`src/hw/rmf_pkg.sv`:
```
// Notes on behaviour
// RULE1: Numeric op with emulate or switched flag: vector 7
// RULE2: Switched flag also traps wait with vector 7
// RULE3: Numeric operand over limit: vector 13, pointers kept
// RULE4: Pending numeric error gives vector 16, pointers stored
// RULE5: Vector 16 only numeric/wait, never no-wait controls
// RULE6: Vector 16 return points at instruction with prefixes
// RULE7: Reset enters real mode, 16-bit default size
// RULE8: Lock prefix outside permitted forms gives vector 6
// RULE9: Lock on repeated string is illegal
// RULE10: Lock legality ignores privilege level
// RULE11: Real mode uses A2-A19; A20-A31 high on code fetches until far transfer, low otherwise
// RULE12: Physical address is segment times 16 plus offset
// RULE13: Real segments are 64K, read/write/execute, unchecked
// RULE14: Byte past offset FFFF gives vector 13
// RULE15: Vector table at zero, four bytes per vector
// RULE16: Vectors 10, 11, 14 never raised in real mode
// RULE17: One exception per instruction attempt
package rmf_pkg;
   // Register byte offsets
   localparam logic [7:0]  ADDR_CTRL    = 8'h00;
   localparam logic [7:0]  ADDR_MODE    = 8'h04;
   localparam logic [7:0]  ADDR_STATUS  = 8'h08;
   localparam logic [7:0]  ADDR_MASK    = 8'h0C;
   localparam logic [7:0]  ADDR_NUMIP   = 8'h10;
   localparam logic [7:0]  ADDR_NUMDP   = 8'h14;
   localparam logic [7:0]  ADDR_NUMERR  = 8'h18;
   localparam logic [7:0]  ADDR_LASTEXC = 8'h1C;
   // Field positions
   localparam int          CTRL_EMU     = 0;
   localparam int          CTRL_TSW     = 1;
   localparam int          CTRL_BIG     = 2;
   localparam int          MODE_REAL    = 0;
   localparam int          MODE_FAR     = 1;
   localparam int          NST          = 4;
   localparam int          ST_UD        = 0;
   localparam int          ST_NM        = 1;
   localparam int          ST_GP        = 2;
   localparam int          ST_MF        = 3;
   // Reset values
   localparam logic [2:0]  CTRL_RST     = 3'h0;
   localparam logic [3:0]  MASK_RST     = 4'h0;
   // Vectors
   localparam logic [7:0]  VEC_UD       = 8'h06;
   localparam logic [7:0]  VEC_NM       = 8'h07;
   localparam logic [7:0]  VEC_TSS      = 8'h0A;
   localparam logic [7:0]  VEC_NP       = 8'h0B;
   localparam logic [7:0]  VEC_GP       = 8'h0D;
   localparam logic [7:0]  VEC_PF       = 8'h0E;
   localparam logic [7:0]  VEC_MF       = 8'h10;
   // Address space
   localparam logic [32:0] SEG_LIMIT    = 33'h0_0000_FFFF;
   localparam logic [31:0] PHYS_MAX     = 32'h0010_FFEF;
   localparam logic [11:0] HIGH_ONES    = 12'hFFF;
   // Instruction forms for lock checking
   typedef enum logic [2:0] {
      FORM_BITOP = 3'h0,
      FORM_XCHG  = 3'h1,
      FORM_ALU   = 3'h2,
      FORM_UNARY = 3'h3,
      FORM_OTHER = 3'h4
   } rmf_form_t;
endpackage : rmf_pkg

```
`src/hw/rmf_addr_gen.sv`:
```
`timescale 1ns/1ps
`default_nettype none
module rmf_addr_gen
   import rmf_pkg::*;
(
   // Logical address
   input  wire logic [15:0] seg,
   input  wire logic [31:0] offset,
   input  wire logic [1:0]  sizeCode,
   // Result
   output logic      [31:0] phys,
   output logic             limitFault
);
   logic [32:0] lastByte;
   logic [32:0] span;

   always_comb begin
      span = 33'h0_0000_0000;
      unique case (sizeCode)
         2'h0:    span = 33'h0_0000_0000;
         2'h1:    span = 33'h0_0000_0001;
         default: span = 33'h0_0000_0003;
      endcase
   end

   // No attribute checks: only the 64K bound matters [RULE13]
   assign lastByte   = {1'b0, offset} + span;
   assign limitFault = lastByte > SEG_LIMIT; // [RULE14]
   assign phys       = {12'h000, seg, 4'h0} + offset; // [RULE12]
endmodule : rmf_addr_gen
`default_nettype wire

```
`src/hw/rmf_lock_check.sv`:
```
`timescale 1ns/1ps
`default_nettype none
module rmf_lock_check
   import rmf_pkg::*;
(
   // Decoded prefix and form
   input  wire logic      lockPrefix,
   input  wire logic      repPrefix,
   input  wire rmf_form_t form,
   input  wire logic      memDest,
   input  wire logic      memOperand,
   // Verdict
   output logic           lockIllegal
);
   logic formOk;

   always_comb begin
      formOk = 1'b0;
      unique case (form)
         FORM_BITOP: formOk = memDest;
         FORM_XCHG:  formOk = memOperand;
         FORM_ALU:   formOk = memDest;
         FORM_UNARY: formOk = memDest;
         default:    formOk = 1'b0;
      endcase
   end

   // Privilege level deliberately plays no part [RULE10]
   // String repeats can page-fault midway, so never lockable [RULE9]
   assign lockIllegal = lockPrefix & (~formOk | repPrefix); // [RULE8]
endmodule : rmf_lock_check
`default_nettype wire

```
`src/hw/rmf_fault_unit.sv`:
```
`timescale 1ns/1ps
`default_nettype none
module rmf_fault_unit
   import rmf_pkg::*;
(
   // Clock and reset
   input  wire logic            clk,
   input  wire logic            rst,
   // AHB-Lite slave
   input  wire logic            hsel,
   input  wire logic [31:0]     haddr,
   input  wire logic [1:0]      htrans,
   input  wire logic            hwrite,
   input  wire logic [2:0]      hsize,
   input  wire logic            hready,
   input  wire logic [31:0]     hwdata,
   output logic      [31:0]     hrdata,
   output logic                 hreadyout,
   output logic                 hresp,
   // Decoded instruction
   input  wire logic            instValid,
   input  wire logic [31:0]     instAddr,
   input  wire logic            instFp,
   input  wire logic            instWait,
   input  wire logic            instNoWait,
   input  wire logic            instNumClear,
   input  wire logic            lockPrefix,
   input  wire logic            repPrefix,
   input  wire rmf_pkg::rmf_form_t lockForm,
   input  wire logic            memDest,
   input  wire logic            memOperand,
   input  wire logic            opsizePrefix,
   input  wire logic            farXfer,
   // Fetch and operand addresses
   input  wire logic [15:0]     csSeg,
   input  wire logic [31:0]     fetchOffset,
   input  wire logic [1:0]      fetchSize,
   input  wire logic            csRelative,
   input  wire logic            opValid,
   input  wire logic [15:0]     opSeg,
   input  wire logic [31:0]     opOffset,
   input  wire logic [1:0]      opSize,
   // Numeric unit error report
   input  wire logic            numErr,
   input  wire logic [31:0]     numErrIp,
   input  wire logic [31:0]     numErrDp,
   // Exception and address outputs
   output logic                 excValid,
   output logic      [7:0]      excVector,
   output logic      [31:0]     excRetAddr,
   output logic      [31:0]     vecFetchAddr,
   output logic      [31:0]     busAddr,
   output logic                 effOpSize32,
   output logic                 irq
);
   import rmf_pkg::*;

   logic [2:0]  ctrl_reg,    ctrl_next;
   logic        real_reg,    real_next;
   logic        far_reg,     far_next;
   logic [3:0]  status_reg,  status_next;
   logic [3:0]  mask_reg,    mask_next;
   logic [31:0] numIp_reg,   numIp_next;
   logic [31:0] numDp_reg,   numDp_next;
   logic        errPend_reg, errPend_next;
   logic        excV_reg,    excV_next;
   logic [7:0]  excVec_reg,  excVec_next;
   logic [31:0] ret_reg,     ret_next;
   logic [31:0] bus_reg,     bus_next;
   logic [31:0] rd_reg,      rd_next;
   logic        wEn_reg,     wEn_next;
   logic [7:0]  wAddr_reg,   wAddr_next;
   logic [3:0]  setBits;
   logic [31:0] fetchPhys;
   logic [31:0] opPhys;
   logic        fetchFault;
   logic        opFault;
   logic        lockBad;
   logic        raise;
   logic [7:0]  vec;
   logic        addrPhase;

   rmf_addr_gen u_fetch (
      .seg        (csSeg),
      .offset     (fetchOffset),
      .sizeCode   (fetchSize),
      .phys       (fetchPhys),
      .limitFault (fetchFault)
   );

   rmf_addr_gen u_oper (
      .seg        (opSeg),
      .offset     (opOffset),
      .sizeCode   (opSize),
      .phys       (opPhys),
      .limitFault (opFault)
   );

   rmf_lock_check u_lock (
      .lockPrefix  (lockPrefix),
      .repPrefix   (repPrefix),
      .form        (lockForm),
      .memDest     (memDest),
      .memOperand  (memOperand),
      .lockIllegal (lockBad)
   );

   // Only 6, 7, 13 and 16 leave this chain, so 10, 11 and 14 never appear [RULE16]
   // Checks run in the core's fixed order so only one vector wins [RULE17]
   always_comb begin
      raise = 1'b1;
      vec   = VEC_GP;
      if (real_reg && fetchFault) begin
         vec = VEC_GP; // [RULE14]
      end else if (lockBad) begin
         vec = VEC_UD; // [RULE8] [RULE9]
      end else if (instWait && ctrl_reg[CTRL_TSW]) begin
         vec = VEC_NM; // [RULE2]
      end else if (instFp && (ctrl_reg[CTRL_EMU] || ctrl_reg[CTRL_TSW])) begin
         vec = VEC_NM; // [RULE1]
      end else if ((instFp || instWait) && !instNoWait && errPend_reg) begin
         vec = VEC_MF; // [RULE4] [RULE5]
      end else if (opValid && opFault && (instFp || real_reg)) begin
         vec = VEC_GP; // [RULE3] [RULE14]
      end else begin
         raise = 1'b0;
      end
   end

   // Bus slave: zero wait states, read data fetched during address phase
   assign addrPhase = hsel && hready && htrans[1];

   always_comb begin
      rd_next = rd_reg;
      if (addrPhase && !hwrite) begin
         unique case (haddr[7:0])
            ADDR_CTRL:    rd_next = {29'h0, ctrl_reg};
            ADDR_MODE:    rd_next = {30'h0, far_reg, real_reg};
            ADDR_STATUS:  rd_next = {28'h0, status_reg};
            ADDR_MASK:    rd_next = {28'h0, mask_reg};
            ADDR_NUMIP:   rd_next = numIp_reg;
            ADDR_NUMDP:   rd_next = numDp_reg;
            ADDR_NUMERR:  rd_next = {31'h0, errPend_reg};
            ADDR_LASTEXC: rd_next = {24'h0, excVec_reg};
            default:      rd_next = 32'h0000_0000;
         endcase
         if (haddr[31:8] != 24'h00_0000) begin
            rd_next = 32'h0000_0000;
         end
      end
   end

   assign wEn_next   = addrPhase && hwrite && (haddr[31:8] == 24'h00_0000);
   assign wAddr_next = addrPhase ? haddr[7:0] : wAddr_reg;

   always_comb begin
      ctrl_next    = ctrl_reg;
      real_next    = real_reg;
      far_next     = far_reg;
      mask_next    = mask_reg;
      numIp_next   = numIp_reg;
      numDp_next   = numDp_reg;
      errPend_next = errPend_reg;
      setBits      = 4'h0;
      status_next  = status_reg;
      if (wEn_reg) begin
         unique case (wAddr_reg)
            ADDR_CTRL: ctrl_next = hwdata[2:0];
            ADDR_MODE: real_next = hwdata[MODE_REAL];
            ADDR_MASK: mask_next = hwdata[3:0];
            default:   ctrl_next = ctrl_reg;
         endcase
      end
      if (instValid && farXfer && !raise) begin
         far_next = 1'b1; // [RULE11]
      end
      if (wEn_reg && (wAddr_reg == ADDR_NUMERR) && hwdata[0]) begin
         errPend_next = 1'b0;
      end
      if (instValid && instNumClear && !raise) begin
         errPend_next = 1'b0;
      end
      // Successful numeric op moves the pointers; a faulting one keeps them
      if (instValid && instFp && !raise) begin
         numIp_next = instAddr; // [RULE3]
         numDp_next = opPhys;
      end
      // Error report wins over clears in the same cycle
      if (numErr) begin
         errPend_next = 1'b1;
         numIp_next   = numErrIp; // [RULE4]
         numDp_next   = numErrDp;
      end
      if (instValid && raise) begin
         setBits[ST_UD] = vec == VEC_UD;
         setBits[ST_NM] = vec == VEC_NM;
         setBits[ST_GP] = vec == VEC_GP;
         setBits[ST_MF] = vec == VEC_MF;
      end
      if (wEn_reg && (wAddr_reg == ADDR_STATUS)) begin
         status_next = status_reg & ~hwdata[3:0];
      end
      status_next = status_next | setBits;
   end

   always_comb begin
      excV_next   = instValid && raise;
      excVec_next = excVec_reg;
      ret_next    = ret_reg;
      bus_next    = bus_reg;
      if (instValid) begin
         ret_next = instAddr; // [RULE6]
         if (raise) begin
            excVec_next = vec;
         end
      end
      if (opValid && !csRelative) begin
         bus_next = opPhys;
      end else if (csRelative) begin
         bus_next = fetchPhys;
      end
      if (real_reg) begin
         bus_next[31:20] = 12'h000; // [RULE11]
         bus_next[1:0]   = 2'h0;
         if (csRelative && !far_reg) begin
            bus_next[31:20] = HIGH_ONES;
         end
      end
   end

   always_ff @(posedge clk) begin
      if (rst) begin
         ctrl_reg    <= CTRL_RST;
         real_reg    <= 1'b1; // [RULE7]
         far_reg     <= 1'b0;
         status_reg  <= 4'h0;
         mask_reg    <= MASK_RST;
         numIp_reg   <= 32'h0000_0000;
         numDp_reg   <= 32'h0000_0000;
         errPend_reg <= 1'b0;
         excV_reg    <= 1'b0;
         excVec_reg  <= 8'h00;
         ret_reg     <= 32'h0000_0000;
         bus_reg     <= 32'h0000_0000;
         rd_reg      <= 32'h0000_0000;
         wEn_reg     <= 1'b0;
         wAddr_reg   <= 8'h00;
      end else begin
         ctrl_reg    <= ctrl_next;
         real_reg    <= real_next;
         far_reg     <= far_next;
         status_reg  <= status_next;
         mask_reg    <= mask_next;
         numIp_reg   <= numIp_next;
         numDp_reg   <= numDp_next;
         errPend_reg <= errPend_next;
         excV_reg    <= excV_next;
         excVec_reg  <= excVec_next;
         ret_reg     <= ret_next;
         bus_reg     <= bus_next;
         rd_reg      <= rd_next;
         wEn_reg     <= wEn_next;
         wAddr_reg   <= wAddr_next;
      end
   end

   assign hrdata       = rd_reg;
   assign hreadyout    = 1'b1;
   assign hresp        = 1'b0;
   assign excValid     = excV_reg;
   assign excVector    = excVec_reg;
   assign excRetAddr   = ret_reg;
   assign busAddr      = bus_reg;
   assign vecFetchAddr = {22'h00_0000, excVec_reg, 2'h0}; // [RULE15]
   // Wide operands only through the prefix while in real mode [RULE7]
   assign effOpSize32  = opsizePrefix ^ (ctrl_reg[CTRL_BIG] & ~real_reg);
   assign irq          = |(status_reg & mask_reg);
endmodule : rmf_fault_unit
`default_nettype wire

```
`config.mk`:
```
export PLATFORM = sky130hd
export DESIGN_NAME = rmf_fault_unit
export DESIGN_NICKNAME = d
export VERILOG_FILES = /design/src/hw/rmf_pkg.sv /design/src/hw/rmf_addr_gen.sv /design/src/hw/rmf_lock_check.sv /design/src/hw/rmf_fault_unit.sv
export SDC_FILE = /design/constraint.sdc
export NUM_CORES = 1
export LEC_CHECK = 0
export ABC_AREA = 1
export BUFFER_PORTS_ARGS = -buffer_cell sky130_fd_sc_hd__buf_2
export CAP_MARGIN = 0
export CORE_MARGIN = 3
export CORE_UTILIZATION = 24
export CTS_CLUSTER_DIAMETER = 200
export DETAILED_ROUTE_END_ITERATION = 12
export SYNTH_ARGS = -nofsm -noshare
export SYNTH_HDL_FRONTEND = slang
export SYNTH_SLANG_ARGS = --single-unit
```
`constraint.sdc`:
```
create_clock -name clk -period 3.6 [get_ports clk]
set_clock_uncertainty 0.05 [all_clocks]
set_input_delay 0.54 -clock clk [delete_from_list [all_inputs] [get_ports clk]]
set_output_delay 0.54 -clock clk [all_outputs]
set_load 0.1 [all_outputs]
```
==> summary.md <==
| Metric | Value |
|---|---|
| Dpl cells | `3,011` |
| Post-synth EDFFs | `0` |
| FP Rows | `83` |
| Nets | `2,677` |
| Post-synthesis mux area share | `0%` |
| Wirelength per Cell | `17.9 um` |
| Hold WS | `0.281 ns` |
| Post-CTS Setup Bufs | `0` |
| GRT Overall Usage | `18.6%` |
| Cells after Synth | `2,028` |
| Distinct cells, synth | `52` |
| CTS Root Buffer Type | `clkbuf_16` |
| Layout cell share with drive strength beyond 1 | `19.6%` |
| Leakage Power | `7.44 nW` |
| XOR/XNOR share of the synthesized area | `1.79%` |
| Asr flop ratio synth | `0%` |
| Post-Syn Area | `0.0127 mm2` |
| Final setup vio count | `0` |
| Initial Util | `24.5%` |
| Total power | `6.03 mW` |
| Cts repair resizes | `0` |
| Max Root-Sink Buffers | `2` |
| Initial antenna violation count | `4` |
| Number of synthesized register bits | `189` |
| CP Cell Sequence | `buf_2 -> or2_2 -> ha_1 -> fa_1 -> buf_4 -> nand4_1 -> inv_1 -> nand3_1 -> nand2_1 -> nor2_1 -> nand3_1 -> nor2_1 -> nand2_1 -> a21oi_4 -> nand3_4 -> buf_4 -> nand3_1 -> a21oi_1` |
| Clock transition at path regs | `0.08 ns` |
| CP required | `3.84 ns` |
| Commonest cells in the netlist | `nand2_1, a21oi_1, dfxtp_1` |
| Top-count cell post-synth | `nand2_1` |
| Post-DRT Antenna Nets | `0` |
| Core area | `0.0519 mm2` |
| Final WL | `54,600 um` |
| Final routed DRC violation total | `0` |
| Cell Pwr Density | `383 mW/mm2` |
| Die Wd | `236 um` |
| Via count | `14.5k` |
| First-pass GRT wire length | `79,300 um` |
| Most common cell on crit path | `nand3_1` |
| Fraction of the mapped netlist area in simple logic gates | `34.2%` |
| Actual slew at the worst max-slew pin | `1.09 ns` |
| CTS tree | `built` |
| Critical Path Source Type | `input pin` |
| Vias/cell | `4.77` |
| Largest cells by area after synthesis | `dfxtp_1, nand2_1, a21oi_1` |
| Class of the worst hold path | `in -> reg` |
| Crit Path Class | `in -> reg` |
| Largest family of logic cells by synthesized area | `simple AND/OR/NAND/NOR gates` |
| Initial DRC Count | `1,153` |
| RSZ-0062 raised after global routing | `no` |
| Adder-cell share of the synthesized area | `4.17%` |
| Cell family with the largest share of critical-path delay | `simple AND/OR/NAND/NOR gates` |
| Global route overflow | `0` |
| Non-Filler Instances | `3,046` |
| Slowest cell on the critical path | `fa_1` |
| F_max | `308 MHz` |
| Max Cap Violations | `0` |
| Hold buffers post-CTS | `0` |
| Critical-path maximum fanout | `21` |
| Die height | `236 um` |
| Die area | `0.0558 mm2` |
| Post-Route Setup TNS | `0 ns` |
| VDD IR max | `341 uV` |
| Placer Congestion | `0.950` |
| Crit share post-route | `90.3%` |
| Yosys warnings | `0` |
| Total CTS buffers | `17` |
| Max incr delay on CP | `0.49 ns` |
| Prevailing post-synth register cell | `dfxtp_1` |
| Port bufs | `363` |
| Critical hold path startpoint | `hwrite` |
| Top-area cell type share of the netlist area | `29.7%` |
| Fillers | `5,897` |
| CTS H-tree lvls | `4` |
| Mean Syn Cell Area | `6.27 um2` |
| Worst path bufs/invs | `4` |
| Max Slew Vio Count | `0` |
| Arr. time, crit path | `3.49 ns` |
| Vias in the first global route | `13.2k` |
| Layout area overhead | `23.7%` |
| Max_slew headroom | `27.5%` |
| Storage element area | `0.00378 mm2` |
| IO Pins | `428` |
| Synth Area in Compound Gates | `18.8%` |
| Dominant cell type by area after synthesis | `dfxtp_1` |
| DRT Pass-1 Iters | `5` |
| Clock Sinks | `189` |
| Status | `completed` |
| Minimum clock period | `3.25 ns` |
| Reg2reg start | `ctrl_reg[0]$_SDFFE_PP0P_` |
| Largest net degree at the start of global routing | `99` |
| CP endpoint kind | `flip-flop` |
| Final Hold Fails | `0` |
| Hpwl dp | `44,500 um` |
| Crit path launch | `opSize[0]` |
| Part of the Yosys area used for sequential elements | `29.7%` |
| Clock Latency Late Sink | `0.46 ns` |
| Footprint of the multi-input gates | `0.00762 mm2` |
==> report_power, final <==
part	leakage, nW	switching [mW]	internal (mW)
sequential	1.55	0.0706	2.20
clock	0.285	0.976	0.997
combinational	5.60	1.34	0.442
==> final timing paths <==
kind                            slack (ns)                   endpoint  cells past startpoint
worst min-delay path                  0.28         wEn_reg$_SDFF_PP0_                      3
worst min register to register        0.40  wAddr_reg[1]$_SDFFE_PP0P_                      2
worst max-delay path                  0.35  numDp_reg[7]$_SDFFE_PP0P_                     18
worst max register to register        1.60  numDp_reg[7]$_SDFFE_PP0P_                      9
==> area by class of cell <==
type,instances,share of cell area [%]
inverter,187,4.47
multi-input combinational,1556,48.5
clock buffer,18,2.73
timing repair buffer,399,13.8
sequential,189,24.1
tap,680,5.41
clock inverter,14,1.06
antenna,3,0.0477
==> placed cells by master, fill, tap and decap left out, drive strengths merged, types with 4 or more instances in the layout <==
| cell type | netlist | routed |
|---|---|---|
| nand4 | 24 | 24 |
| o22ai | 4 | 4 |
| buf | 63 | 399 |
| nand2 | 601 | 601 |
| clkbuf | 63 | 18 |
| o21ai | 133 | 133 |
| nor3 | 22 | 22 |
| ha | 36 | 36 |
| o21bai | 6 | 6 |
| a22o | 27 | 27 |
| or2 | 12 | 12 |
| nand3b | 5 | 5 |
| o211ai | 17 | 17 |
| nand3 | 185 | 185 |
| a21oi | 209 | 209 |
| nor4 | 11 | 11 |
| conb | 2 | 32 |
| and2 | 4 | 4 |
| nor2 | 168 | 168 |
| fa | 4 | 4 |
| inv | 187 | 194 |
| a21o | 4 | 4 |
| clkinv | 0 | 4 |
| xor2 | 14 | 14 |
| dfxtp | 189 | 189 |
| xnor2 | 12 | 12 |
| a211oi | 7 | 7 |
==> per-layer routing <==
| layer | vias up | global-route usage, % | routed length [um] |
|---|---|---|---|
| li1 | 7284 | - | - |
| met5 | - | 0 | 13 |
| met1 | 6637 | 25.5 | 24500 |
| met3 | 49 | 4.01 | 4150 |
| met4 | 2 | 4.67 | 1090 |
| met2 | 567 | 29.8 | 24900 |
==> worst min-delay path, stage by stage <==
cell	delay, ns
buf_2	0.10
nand2_1	0.06
nor3_1	0.04
==> through the flow <==
step	setup slack (ns)	cell area [um2]	utilization [%]
finish	0.349	15700	30.3
global placement	-0.127	15100	29.1
CTS	0.359	15700	30.3
detailed placement	-0.121	15100	29.1
global route	0.0939	15700	30.3
floorplan	0.609	12800	-
==> logic make-up after synthesis <==
family,after synthesis
flops,189
other cells,2
simple gates,1034
compound gates,424
xor+xnor,26
buf+inv,313
fa+ha+maj,40
(Power assumes the default switching activity.)
